[src/core/etp_pkg.sv]
package etp_pkg;
  // ----------------------------------------------------------------
  // register map
  // ----------------------------------------------------------------
  localparam logic [11:0] ETP_CTRL_OFS = 12'h000;
  localparam logic [11:0] ETP_STAT_OFS = 12'h004;
  localparam logic [11:0] ETP_FRMS_OFS = 12'h008;
  localparam int ETP_CTRL_TSEL_LSB = 0;
  localparam int ETP_CTRL_SLAVE_BIT = 2;
  localparam int ETP_STAT_NIB_BIT = 13;
  localparam int ETP_STAT_LOOP_BIT = 14;
  localparam logic [1:0] ETP_TSEL_RST = 2'h0;
  localparam logic ETP_SLAVE_RST = 1'b0;
  // ----------------------------------------------------------------
  // timing references and frame shape
  // ----------------------------------------------------------------
  localparam logic [1:0] ETP_TSEL_LOOP = 2'h0;
  localparam int ETP_FRAME_BITS = 4296;
  localparam int ETP_OH_BITS = 56;
  localparam int ETP_CNT_W = 13;
  localparam int ETP_SYNC_STAGES = 2;
  localparam int ETP_PIN_W = 9;
  localparam logic [ETP_CNT_W-1:0] ETP_CNT_RST = 13'h0000;
  localparam logic [1:0] ETP_PHASE_RST = 2'h0;
  localparam logic [15:0] ETP_FRMS_RST = 16'h0000;
  // ----------------------------------------------------------------
  // carriers
  // ----------------------------------------------------------------
  typedef struct packed {
    logic valid;
    logic nibble;
    logic [3:0] data;
  } etp_payload_s;
  typedef struct packed {
    logic frame_ref;
    logic local_clk;
    logic line_clk;
    logic nib_sel;
    logic serial;
    logic [3:0] nibble;
  } etp_pins_s;
endpackage

[src/core/etp_tx_payload_in.sv]
// Chosen here: the register addresses and the APB register port.
`timescale 1ns/100ps
module etp_tx_payload_in #(
  parameter int FRAME_BITS = etp_pkg::ETP_FRAME_BITS,
  parameter int OH_BITS = etp_pkg::ETP_OH_BITS
) (
  input wire logic clk_sys,
  input wire logic sys_rst,
  input wire logic psel,
  input wire logic penable,
  input wire logic pwrite,
  input wire logic [11:0] paddr,
  input wire logic [31:0] pwdata,
  output logic [31:0] prdata,
  output logic pready,
  output logic pslverr,
  input wire logic tx_serial_payload_in,
  input wire logic [3:0] tx_nibble_payload_in,
  input wire logic nibble_interface_select,
  input wire logic tx_local_ref_clock,
  input wire logic line_recovered_clock,
  input wire logic tx_frame_reference_in,
  output logic tx_nibble_sample_clock,
  output logic tx_overhead_warning,
  output logic tx_end_of_frame_pulse,
  output logic loop_timed_clock_out,
  output etp_pkg::etp_payload_s payload_out
);
  localparam int CW = etp_pkg::ETP_CNT_W;
  localparam logic [CW-1:0] LAST = CW'(FRAME_BITS - 1);
  localparam logic [CW-1:0] OHN = CW'(OH_BITS);

  // ----------------------------------------------------------------
  // pin synchronisers
  // ----------------------------------------------------------------
  // both reference clocks are oversampled by clk_sys, so an edge
  // is only seen when clk_sys runs well above the bit rate
  etp_pkg::etp_pins_s pins_raw;
  etp_pkg::etp_pins_s pins_s;
  logic [etp_pkg::ETP_PIN_W-1:0] meta_r;
  logic [etp_pkg::ETP_PIN_W-1:0] sync_r;
  assign pins_raw = '{frame_ref: tx_frame_reference_in,
                      local_clk: tx_local_ref_clock,
                      line_clk: line_recovered_clock,
                      nib_sel: nibble_interface_select,
                      serial: tx_serial_payload_in,
                      nibble: tx_nibble_payload_in};
  genvar gi;
  generate
    for (gi = 0; gi < etp_pkg::ETP_PIN_W; gi++) begin : g_sync
      always_ff @(posedge clk_sys) begin
        if (sys_rst) begin
          meta_r[gi] <= 1'b0;
          sync_r[gi] <= 1'b0;
        end else begin
          meta_r[gi] <= pins_raw[gi];
          sync_r[gi] <= meta_r[gi];
        end
      end
    end
  endgenerate
  assign pins_s = sync_r;

  // ----------------------------------------------------------------
  // configuration registers
  // ----------------------------------------------------------------
  logic [1:0] tsel_r;
  logic slave_r;
  logic [15:0] frames_r;
  logic wr_en;
  logic loop_mode;
  assign wr_en = psel & penable & pwrite;
  assign loop_mode = (tsel_r == etp_pkg::ETP_TSEL_LOOP);

  always_ff @(posedge clk_sys) begin
    if (sys_rst) begin
      tsel_r <= etp_pkg::ETP_TSEL_RST;
      slave_r <= etp_pkg::ETP_SLAVE_RST;
    end else if (wr_en && paddr == etp_pkg::ETP_CTRL_OFS) begin
      tsel_r <= pwdata[etp_pkg::ETP_CTRL_TSEL_LSB +: 2];
      slave_r <= pwdata[etp_pkg::ETP_CTRL_SLAVE_BIT];
    end
  end

  // ----------------------------------------------------------------
  // bit timing
  // ----------------------------------------------------------------
  logic ref_s;
  logic ref_d_r;
  logic tick;
  // local clock is not looked at at all while loop timed
  assign ref_s = loop_mode ? pins_s.line_clk : pins_s.local_clk;
  assign tick = ref_s & ~ref_d_r;

  always_ff @(posedge clk_sys) begin
    if (sys_rst) begin
      ref_d_r <= 1'b0;
    end else begin
      ref_d_r <= ref_s;
    end
  end

  // line clock copied out to the terminal only while loop timed
  always_ff @(posedge clk_sys) begin
    if (sys_rst) begin
      loop_timed_clock_out <= 1'b0;
    end else begin
      loop_timed_clock_out <= loop_mode & pins_s.line_clk;
    end
  end

  // ----------------------------------------------------------------
  // frame reference (slave mode)
  // ----------------------------------------------------------------
  logic fref_d_r;
  logic fref_rise;
  logic restart_r;
  logic restart_nxt;
  assign fref_rise = slave_r & ~loop_mode & pins_s.frame_ref & ~fref_d_r;
  // a new edge in the consuming cycle keeps the request alive
  assign restart_nxt = fref_rise | (restart_r & ~tick);

  always_ff @(posedge clk_sys) begin
    if (sys_rst) begin
      fref_d_r <= 1'b0;
      restart_r <= 1'b0;
    end else begin
      fref_d_r <= pins_s.frame_ref;
      restart_r <= restart_nxt;
    end
  end

  // ----------------------------------------------------------------
  // bit counter, warning and end of frame
  // ----------------------------------------------------------------
  logic [CW-1:0] cnt_r;
  logic [CW-1:0] cnt_nxt;
  logic next_is_oh;
  logic cur_is_oh;
  assign cnt_nxt = (restart_r || cnt_r == LAST) ? etp_pkg::ETP_CNT_RST :
                   cnt_r + 1'b1;
  assign cur_is_oh = (cnt_nxt < OHN);
  // the bit after a frame's last one is always overhead
  assign next_is_oh = (cnt_nxt == LAST) || ((cnt_nxt + 1'b1) < OHN);

  always_ff @(posedge clk_sys) begin
    if (sys_rst) begin
      cnt_r <= LAST;
    end else if (tick) begin
      cnt_r <= cnt_nxt;
    end
  end

  always_ff @(posedge clk_sys) begin
    if (sys_rst) begin
      tx_overhead_warning <= 1'b0;
      tx_end_of_frame_pulse <= 1'b0;
    end else if (tick) begin
      tx_overhead_warning <= next_is_oh;
      tx_end_of_frame_pulse <= (cnt_nxt == LAST);
    end
  end

  always_ff @(posedge clk_sys) begin
    if (sys_rst) begin
      frames_r <= etp_pkg::ETP_FRMS_RST;
    end else if (tick && cnt_nxt == LAST) begin
      frames_r <= frames_r + 16'h0001;
    end
  end

  // ----------------------------------------------------------------
  // nibble clock
  // ----------------------------------------------------------------
  logic [1:0] phase_r;
  logic [1:0] phase_nxt;
  logic nib_take;
  logic pay_tick;
  assign pay_tick = tick & ~cur_is_oh;
  assign phase_nxt = phase_r + 2'h1;
  assign nib_take = pay_tick & pins_s.nib_sel & (phase_nxt == 2'h0);

  always_ff @(posedge clk_sys) begin
    if (sys_rst) begin
      phase_r <= etp_pkg::ETP_PHASE_RST;
      tx_nibble_sample_clock <= 1'b0;
    end else if (!pins_s.nib_sel) begin
      phase_r <= etp_pkg::ETP_PHASE_RST;
      tx_nibble_sample_clock <= 1'b0;
    end else if (pay_tick) begin
      phase_r <= phase_nxt;
      // high for two payload bits, low for two; rises on each take
      tx_nibble_sample_clock <= ~phase_nxt[1];
    end
  end

  // ----------------------------------------------------------------
  // payload capture
  // ----------------------------------------------------------------
  always_ff @(posedge clk_sys) begin
    if (sys_rst) begin
      payload_out <= '0;
    end else if (nib_take) begin
      payload_out <= '{valid: 1'b1, nibble: 1'b1,
                       data: pins_s.nibble};
    end else if (pay_tick && !pins_s.nib_sel) begin
      // overhead slots never reach here, the pin is ignored then
      payload_out <= '{valid: 1'b1, nibble: 1'b0,
                       data: {3'h0, pins_s.serial}};
    end else begin
      payload_out.valid <= 1'b0;
    end
  end

  // ----------------------------------------------------------------
  // apb read side
  // ----------------------------------------------------------------
  logic [31:0] rd_mux;
  logic rd_hit;
  always_comb begin
    rd_mux = 32'h0000_0000;
    rd_hit = 1'b1;
    unique case (paddr)
      etp_pkg::ETP_CTRL_OFS: begin
        rd_mux[etp_pkg::ETP_CTRL_TSEL_LSB +: 2] = tsel_r;
        rd_mux[etp_pkg::ETP_CTRL_SLAVE_BIT] = slave_r;
      end
      etp_pkg::ETP_STAT_OFS: begin
        rd_mux[CW-1:0] = cnt_r;
        rd_mux[etp_pkg::ETP_STAT_NIB_BIT] = pins_s.nib_sel;
        rd_mux[etp_pkg::ETP_STAT_LOOP_BIT] = loop_mode;
      end
      etp_pkg::ETP_FRMS_OFS: begin
        rd_mux[15:0] = frames_r;
      end
      default: begin
        rd_hit = 1'b0;
      end
    endcase
  end

  assign pready = 1'b1;
  assign pslverr = psel & penable & ~rd_hit;

  always_ff @(posedge clk_sys) begin
    if (sys_rst) begin
      prdata <= 32'h0000_0000;
    end else if (psel && !penable && !pwrite) begin
      prdata <= rd_mux;
    end
  end
endmodule

[config.mk]
export PLATFORM = sky130hd
export DESIGN_NAME = etp_tx_payload_in
export DESIGN_NICKNAME = d
export VERILOG_FILES = /design/src/core/etp_pkg.sv /design/src/core/etp_tx_payload_in.sv
export SDC_FILE = /design/constraint.sdc
export NUM_CORES = 1
export LEC_CHECK = 0
export BUFFER_PORTS_ARGS = -buffer_cell sky130_fd_sc_hd__buf_4
export CAP_MARGIN = 20
export CORE_UTILIZATION = 45
export CTS_CLUSTER_DIAMETER = 120
export DETAILED_ROUTE_END_ITERATION = 16
export PLACE_DENSITY = 0.77
export SLEW_MARGIN = 20
export SYNTH_ARGS = -nofsm -noshare
export SYNTH_HDL_FRONTEND = slang
export SYNTH_SLANG_ARGS = --single-unit
[constraint.sdc]
create_clock -name clk_sys -period 2.9 [get_ports clk_sys]
set_input_delay 0.145 -clock clk_sys [delete_from_list [all_inputs] [get_ports clk_sys]]
set_output_delay 0.145 -clock clk_sys [all_outputs]
set_load 0.05 [all_outputs]
# ---- After elaboration in Yosys (flattened, before gate mapping)
# Index checks and enable logic that the tools add are counted.
dict set report totals {
  ff_bits 81
  input_bits 58
  out_inout_bits 44
}
dict set report classes {
  mux 9
  n_reduce_logical 16
  n_addsub 4
  n_bitwise 21
  order_cmp 2
  n_eq_ne 4
}
# cell n
set op_table {}
lappend op_table {{adder 13 x 1 -> 13 bit, second input constant} 2}
lappend op_table {{equality test 13 bit, second input constant} 2}
lappend op_table {{less-than comparator 13 x 6 -> 1 bit, second input constant} 2}
lappend op_table {{one-hot mux 12 bit (2 select lines)} 1}
lappend op_table {{adder 16 x 1 -> 16 bit, second input constant} 1}
lappend op_table {{2-to-1 mux 13 bit} 1}
lappend op_table {{bitwise AND 1 bit} 12}
lappend op_table {{equality test 12 x 3 -> 1 bit, second input constant} 1}
lappend op_table {{equality test 12 x 4 -> 1 bit, second input constant} 1}
lappend op_table {{zero test 12 bit} 1}
lappend op_table {{one-hot mux 3 bit (3 select lines)} 1}
lappend op_table {{inverter 1 bit} 8}
lappend op_table {{2-to-1 mux 6 bit} 1}
lappend op_table {{logical AND 1 bit} 5}
lappend op_table {{2-to-1 mux 5 bit} 1}
lappend op_table {{zero test 2 bit} 2}
lappend op_table {{2-to-1 mux 1 bit} 4}
lappend op_table {{zero test 1 bit} 3}
lappend op_table {{OR reduction 3 bit} 1}
lappend op_table {{adder 2 x 1 -> 2 bit, second input constant} 1}
lappend op_table {{logical OR 1 bit} 2}
lappend op_table {{nonzero test 2 bit} 1}
lappend op_table {{OR reduction 2 bit} 1}
lappend op_table {{bitwise OR 1 bit} 1}

# ---- Depth between registers and ports, before layout
# Gate-level depths: netlist (run 1).
dict set report logic_depth {
  ltp_word 9
  ltp_mapped 10
}

# ---- Least setup slack after synthesis (run 1)
# OpenSTA, ideal clock, no wires.
dict set report synth_path {
  kind {register -> register}
  from {register cnt_r[0]}
  to {register frames_r[15]}
  path_slack_ps 656
  path_stages_with_launch 10
  arrival_time_ps 2173
  cell_sequence {dfxtp_1 > ha_1 > clkbuf_1 > a211o_1 > a21oi_1 > o211ai_1 > nor4_4 > nand3_4 > or3_1 > a21oi_1}
}
dict set report synth_between {
  elab_chain_cells 5
  word_cells_on_any_way 6
  cone_classes {add/sub: 1; eq/ne: 2; mux: 1; reduce/logical: 2}
}
# element line
set synth_rtl {}
lappend synth_rtl {{start, declared} etp_tx_payload_in.sv:136} ;# logic [CW-1:0] cnt_r;
lappend synth_rtl {{start signal, assigned} etp_tx_payload_in.sv:150} ;# cnt_r <= cnt_nxt;
lappend synth_rtl {{parallel branches: the longest is 2 deep, another holds adder 13 x 1 -> 13 bit} -}
lappend synth_rtl {{2-to-1 mux 13 bit *} etp_tx_payload_in.sv:140} ;# assign cnt_nxt = (restart_r || cnt_r == LAST) ? etp_pkg::ETP_CNT_RST :
lappend synth_rtl {{equality test 13 bit *} etp_tx_payload_in.sv:167} ;# end else if (tick && cnt_nxt == LAST) begin
lappend synth_rtl {{logical AND 1 bit *} etp_tx_payload_in.sv:167}
lappend synth_rtl {{end signal, assigned} etp_tx_payload_in.sv:166} ;# frames_r <= etp_pkg::ETP_FRMS_RST;
lappend synth_rtl {{end signal, assigned} etp_tx_payload_in.sv:168} ;# frames_r <= frames_r + 16'h0001;
lappend synth_rtl {{end, declared} etp_tx_payload_in.sv:69} ;# logic [15:0] frames_r;
# Mark *: on every way between the ends.
# A chain may end at the register's enable or synchronous reset.

# ---- Worst setup path after layout (run 1)
dict set report layout_path {
  from {register cnt_r[6]}
  to {register phase_r[1]}
}
dict set report layout_between {
  elab_chain_cells 6
  word_cells_on_any_way 7
  cone_classes {add/sub: 1; order compare: 1; eq/ne: 1; mux: 1; bitwise: 2; reduce/logical: 1}
}
# element line
set layout_rtl {}
lappend layout_rtl {{parallel branches: the longest is 2 deep, another holds adder 13 x 1 -> 13 bit} -}
lappend layout_rtl {{2-to-1 mux 13 bit *} etp_tx_payload_in.sv:140}
lappend layout_rtl {{less-than comparator 13 x 6 -> 1 bit *} etp_tx_payload_in.sv:142} ;# assign cur_is_oh = (cnt_nxt < OHN);
lappend layout_rtl {{inverter 1 bit *} etp_tx_payload_in.sv:179} ;# assign pay_tick = tick & ~cur_is_oh;
lappend layout_rtl {{bitwise AND 1 bit *} etp_tx_payload_in.sv:179}
lappend layout_rtl {{end signal, assigned} etp_tx_payload_in.sv:185} ;# phase_r <= etp_pkg::ETP_PHASE_RST;
lappend layout_rtl {{end signal, assigned} etp_tx_payload_in.sv:188} ;# phase_r <= etp_pkg::ETP_PHASE_RST;
lappend layout_rtl {{end signal, assigned} etp_tx_payload_in.sv:191} ;# phase_r <= phase_nxt;
lappend layout_rtl {{end, declared} etp_tx_payload_in.sv:175} ;# logic [1:0] phase_r;
# Marks and branches as above.

==> results of run 1 <==
-- area by class of cell --
cell class                 instances  area (um^2)  share of cell area
inverter                           8        30.03            0.006371
sequential                        81         1622              0.3440
timing repair buffer              77        593.1              0.1258
clock inverter                     5        56.30             0.01195
multi-input combinational        342         2146              0.4553
clock buffer                      11        131.4             0.02787
tap                              108        135.1             0.02867
-- worst max-delay path by stage --
stage                  start        endpoint  slack (ns)
finish              cnt_r[6]      phase_r[1]        0.26
global route        cnt_r[2]      phase_r[1]        0.05
CTS                 cnt_r[2]      phase_r[1]        0.28
detailed placement  cnt_r[2]      phase_r[1]        0.31
global placement    cnt_r[6]  payload_out[2]        0.37
floorplan           cnt_r[0]    frames_r[15]        0.66
-- power breakdown --
group | internal, mW | leakage [nW] | total (mW) | switching, mW
Clock | 0.397 | 0.0933 | 0.791 | 0.394
Combinational | 0.122 | 1.08 | 0.344 | 0.222
Sequential | 1.14 | 0.659 | 1.16 | 0.0219
-- logic make-up (layout without fill, tap and decap cells) --
logic type	count (synthesis)	in the layout	share of synthesized area
and+or+nand+nor	205	205	0.2845
AOI/OAI and AO/OA	86	86	0.1522
DFF	81	81	0.4025
buffers and inverters	60	101	0.07888
xor gates and xnor gates	20	20	0.04348
muxes	11	11	0.02733
adders and majority gates	3	3	0.009318
other	2	17	0.001864
-- sequential cells by signal, indices dropped and copies added (netlist names) --
signal,cells
prdata,16
cnt_r,13
tx_nibble_sample_clock,1
payload_out,6
restart_r,1
tx_overhead_warning,1
meta_r,9
slave_r,1
tsel_r,2
fref_d_r,1
tx_end_of_frame_pulse,1
ref_d_r,1
loop_timed_clock_out,1
pins_s,9
phase_r,2
frames_r,16
-- layout by cell type (no fill, tap or decap), drive strengths merged, types with 3 or more instances in the layout --
| cell | count |
|---|---|
| a221oi | 14 |
| nor3 | 17 |
| dlygate4sd3 | 6 |
| nor2b | 27 |
| a32o | 4 |
| conb | 17 |
| o22ai | 3 |
| nand3 | 12 |
| a22oi | 3 |
| mux2i | 11 |
| and3 | 10 |
| and2 | 8 |
| nand2 | 31 |
| xor2 | 13 |
| clkinv | 3 |
| a31oi | 6 |
| nor2 | 52 |
| and4 | 4 |
| clkbuf | 11 |
| nand4 | 18 |
| dfxtp | 81 |
| o211ai | 4 |
| nor4 | 8 |
| a211oi | 3 |
| xnor2 | 7 |
| or3 | 9 |
| ha | 3 |
| a21oi | 22 |
| buf | 71 |
| inv | 8 |
| o21ai | 19 |
-- through the flow --
step	hold WS, ns	utilization	instance area [um^2]	worst slack [ns]
2_1_floorplan	0.2732	-	4085	0.6561
3_3_place_gp	0.3546	0.5146	4466	0.3689
3_5_place_dp	0.3628	0.5146	4466	0.3115
4_1_cts	0.001127	0.5431	4713	0.2842
5_1_grt	0.01143	0.5431	4713	0.04667
6_report	0.01028	0.5431	4713	0.2585
-- routing by layer --
metal	GRT usage	vias to the layer above	share of wire	routed length, um
met5	0	-	0	0
met4	0.08840	0	0.015	139
met3	0.03974	12	0.055	517
met2	0.3434	136	0.48	4530
met1	0.2588	1700	0.44	4158
li1	-	1723	-	-
-- critical path, delay by kind of cell (launching register included) --
kind	cells	cell delay, ns
flip-flops	1	0.64
buffers and inverters	1	0.18
AND/OR/NAND/NOR	4	0.91
multiplexers	1	0.20
AO/OA/AOI/OAI	2	0.61
==> metrics.yaml, run 1 <==
status: "complete, no violations"
cp-start-kind: "register"
dr.pass1.iters: 5
ys_seq_area_frac: 0.4025
synth_edf_count: 0
numCtsBuffers: 9
critPathKind: "register to register"
cp_slowest_cell: "dfxtp_1"
netlist_instances: 468
grt_start_max_net_pins: 65
worstPathRequired_ns: 3.14
wl_per_cell_um: 14.79
ir_worst_vdd_mv: 0.3822
fillCellCount: 791
arrival_ns: 2.89
fmax_mhz: 378.6
grt_pass1_wl_mm: 15.82
r2r-start: "cnt_r[6]"
die_area_um2: 9335
worstHoldPathCells: 2
port_buffers: 55
die_y_um: 96.62
synth-main-ff-cell: "dfxtp_1"
cpMostUsedCell: "nor2_1"
initial_core_util: 0.4642
synth_seq_cells: 81
rows: 34
synth_most_common_cell: "dfxtp_1"
cts.sinks: 81
ctsResizeCount: 0
p_per_area_nw_per_um2: 487.0
ant_nets: 0
slowest_delay_ns: 0.64
crit_chain: "nand2_1, or3_4, a221oi_4, nor2_1, a21oi_4, buf_4, mux2i_1, nor2_1"
hp-class: "primary input to register"
max-cap-violations: 0
antenna_found_initial: 0
drv_slew: 0
crit_fanout: 12
grt_pass1_vias: 3382
grtUsageTotal: 0.2059
synth_commonest_cells: "dfxtp_1 (81), nor2_1 (52), nand2_1 (31), nor2b_1 (27), buf_4 (22)"
core_area_um2: 8678
skew_ns: 0.003589
r2r_end: "phase_r[1]"
critPathCaptureType: "register"
rsz0062_at_grt: "no"
syn_avg_cell_area_um2: 8.609
die_x_um: 96.62
r2r_slack_ns: 0.26
drcViolationCount: 0
finalSetupViolCount: 0
netlist_area_um2: 4029
ios: 102
yosys-top-cells-area: "dfxtp_1 (40%), nor2_1 (4.8%), nor2b_1 (4.2%)"
grt_overflow: 0
cts.clk_slew.worst_paths_ns: 0.07
drive_gt1_frac: 0.1927
vias: 3571
clockBufferDepth: 2
dr.first_iter.drc_count: 230
hold_end: "meta_r[0]"
htreeDepth: 3
yosys.area.top_type: "dfxtp_1"
antennaDiodeCount: 0
dp_hpwl_mm: 6.620
power.leakage_nw: 1.835
area_growth_pct: 16.99
synthArstFlopShare: 0
globalplace.congestion: 0.8949
clk_latency_ns: 0.35
cts_setup_buffers: 0
layout.nets: 580
synth_cell_types: 58
r2r_cells: 8
dp_cells: 610
final-hold-violation-count: 0
cts_tree: "done"
hold_path_startpoint: "tx_nibble_payload_in[0]"
yosysTopAreaCellShare: 0.4025
hold_buffers: 6
fin_crit_ns: 2.641
avgViaCountPerCell: 5.650
period_share: 0.9109
power_mw: 2.295
fin_cells: 632
wl_mm: 9.345
root_buffer: "clkbuf_8"
relSlewSlack: 0.3975
tightest_slew_ns: 0.9018
yosys_warnings: 0
finalSetupTns_ns: 0
(Power assumes the default switching activity.)
==> run 2, diff against run 1 <==
--- a/config.mk
+++ b/config.mk
@@ -10,7 +10,7 @@
 export CORE_UTILIZATION = 45
 export CTS_CLUSTER_DIAMETER = 120
 export DETAILED_ROUTE_END_ITERATION = 16
-export PLACE_DENSITY = 0.77
+export PLACE_DENSITY = 0.69
 export SLEW_MARGIN = 20
 export SYNTH_ARGS = -nofsm -noshare
 export SYNTH_HDL_FRONTEND = slang
==> run 2 against run 1 <==
Compared with the run above: clock power increased by 6.3%; power increased by 1.9%; global-route usage increased by 0.21 points; cell count increased by 0.32%; combinational power decreased by 1%; flip-flop and latch count unchanged; clock-buffer cell count decreased by 2; core utilization increased by 0.37 points; via count decreased by 2.9%; sequential share of layout area decreased by 0.24 points; worst setup slack improved by 0.011 ns; first-iteration DRC count increased by 48%; critical path type unchanged; critical endpoint is now payload_out[2]; largest cell class unchanged.
==> metrics.yaml, run 2 (same netlist as run 1, synthesis figures left out) <==
power.leakage_nw: 1.846  # was 1.835 nW
r2r_cells: 7  # was 8
tightest_slew_ns: 0.7815  # was 0.9018 ns
hp-class: "primary input to register"  # unchanged
drcViolationCount: 0  # unchanged
arrival_ns: 2.87  # was 2.89 ns
cts.clk_slew.worst_paths_ns: 0.09  # was 0.07 ns
ant_nets: 0  # unchanged
root_buffer: "clkbuf_8"  # unchanged
worstPathRequired_ns: 3.14  # about the same
finalSetupViolCount: 0  # unchanged
htreeDepth: 3  # unchanged
globalplace.congestion: 0.9118  # was 0.8949
die_x_um: 96.62  # unchanged
rows: 34  # unchanged
cp_slowest_cell: "dfxtp_1"  # unchanged
grt_overflow: 0  # unchanged
initial_core_util: 0.4642  # unchanged
drv_slew: 0  # unchanged
critPathKind: "register to register"  # unchanged
grt_start_max_net_pins: 55  # was 65
layout.nets: 582  # was 580
die_y_um: 96.62  # unchanged
ios: 102  # unchanged
wl_mm: 9.416  # was 9.345 mm
p_per_area_nw_per_um2: 492.7  # was 487.0 nW/um^2
cp_top_family: "compound AO/OA/AOI/OAI gates"  # was simple AND/OR/NAND/NOR gates
crit_chain: "nand3_4, or3_4, a221oi_4, nor2_1, a21oi_4, o21ai_2, a32o_1"  # was nand2_1, or3_4, a221oi_4, nor2_1, a21oi_4, buf_4, mux2i_1, nor2_1
wl_met1_mm: 4.262  # was 4.158 mm
dr_wl_met2_mm: 4.450  # was 4.530 mm
area_growth_pct: 17.79  # was 16.99%
port_buffers: 55  # unchanged
ir_worst_vdd_mv: 0.2694  # was 0.3822 mV
wl_per_cell_um: 14.85  # was 14.79 um
dp_hpwl_mm: 6.777  # was 6.620 mm
cts_tree: "done"  # unchanged
avgViaCountPerCell: 5.468  # was 5.650
cts.sinks: 81  # unchanged
clk_latency_ns: 0.36  # was 0.35 ns
met3_length_um: 507  # was 517 um
antennaDiodeCount: 0  # unchanged
r2r_end: "payload_out[2]"  # was phase_r[1]
rsz0062_at_grt: "no"  # unchanged
skew_ns: 0.01722  # was 0.003589 ns
final_common_cell: "dfxtp_1"  # unchanged
reg_top3: "frames_r: 16 flops, prdata: 16 flops, cnt_r: 13 flops"  # unchanged
grt_pass1_wl_mm: 15.77  # was 15.82 mm
cp-start-kind: "register"  # unchanged
finalSetupTns_ns: 0  # unchanged
dp_cells: 610  # unchanged
antenna_found_initial: 0  # unchanged
final-hold-violation-count: 0  # unchanged
path_buf_inv: 0  # was 1
die_area_um2: 9335  # unchanged
grt_pass1_vias: 3278  # was 3382
dr.first_iter.drc_count: 341  # was 230
dr.pass1.iters: 5  # unchanged
fmax_mhz: 380.2  # was 378.6 MHz
highest_layer: "met4"  # unchanged
final_cell_mix: "dfxtp_1 (81), buf_4 (71), nor2_1 (52), nand2_1 (31), nor2b_1 (27)"  # unchanged
drive_gt1_frac: 0.1958  # was 0.1927
period_share: 0.9069  # was 0.9109
fin_cells: 634  # was 632
slowest_delay_ns: 0.73  # was 0.64 ns
worstHoldPathCells: 3  # was 2
r2r_slack_ns: 0.27  # was 0.26 ns
fin_crit_ns: 2.630  # was 2.641 ns
crit_fanout: 17  # was 12
critPathCaptureType: "register"  # unchanged
hold_path_startpoint: "pwdata[1]"  # was tx_nibble_payload_in[0]
max-cap-violations: 0  # unchanged
grtUsageTotal: 0.2079  # was 0.2059
numCtsBuffers: 9  # unchanged
hold_end: "tsel_r[1]"  # was meta_r[0]
r2r-start: "cnt_r[2]"  # was cnt_r[6]
core_area_um2: 8678  # unchanged
relSlewSlack: 0.4719  # was 0.3975
vias: 3467  # was 3571
status: "complete, no violations"  # unchanged
clockBufferDepth: 2  # unchanged
[run 2: report_power, final]
part           switching [mW]  internal [mW]  total, mW  leakage, nW
logic                   0.219          0.120      0.339         1.09
clock network           0.436          0.405      0.841       0.0966
registers              0.0201           1.14       1.16        0.659
total                   0.674           1.66       2.34         1.85
[run 2: per-layer routing]
layer  global-route usage  vias to the layer above
li1                     -                     1734
met1               0.2768                     1607
met2               0.3315                      107
met3              0.03902                       19
met4              0.08381                        0
met5                    0                        -
[run 2: area by class of cell]
class / count / area (um^2)
inverters: 8 / 30.03
clock inverters: 7 / 76.32
well taps: 108 / 135.1
clock buffers: 9 / 123.9
repair buffers: 79 / 613.1
flip-flops and latches: 81 / 1622
multi-input cells: 342 / 2146
fillers: 803 / 3933
[run 2: how the worst max path moves through the flow]
stage	start	endpoint	slack, ns	depth (start not counted)
finish	cnt_r[2]	payload_out[2]	0.27	7
global route	cnt_r[2]	frames_r[7]	0.09	8
CTS	cnt_r[2]	frames_r[14]	0.27	8
detailed placement	cnt_r[2]	payload_out[2]	0.30	7
global placement	cnt_r[2]	frames_r[14]	0.36	8
floorplan	cnt_r[0]	frames_r[15]	0.66	9
[run 2: metrics by stage]
stage / util / hold WS (ns) / worst slack, ns / total power, mW / area (um^2)
2_1_floorplan: - / 0.2732 / 0.6561 / 1.433 / 4085
5_1_grt: 0.5469 / 0.04060 / 0.08603 / 2.434 / 4746
3_3_place_gp: 0.5146 / 0.3532 / 0.3582 / 1.509 / 4466
4_1_cts: 0.5469 / 0.01457 / 0.2679 / 2.354 / 4746
3_5_place_dp: 0.5146 / 0.3614 / 0.2979 / 1.513 / 4466
6_report: 0.5469 / 0.02452 / 0.2699 / 2.338 / 4746
[run 2: timing repair]
| item | CTS | global route |
|---|---|---|
| hold endpoints to repair | 8 | 0 |
| buffers inserted | 0 | 0 |
| hold buffers | 8 | 0 |
| gates resized for setup | 0 | 0 |
[run 2: tightest hold or removal path, delay by kind of cell]
| kind | cells | cell delay (ns) |
|---|---|---|
| muxes | 1 | 0.05 |
| buffers and inverters | 1 | 0.08 |
| and+or+nand+nor | 1 | 0.07 |
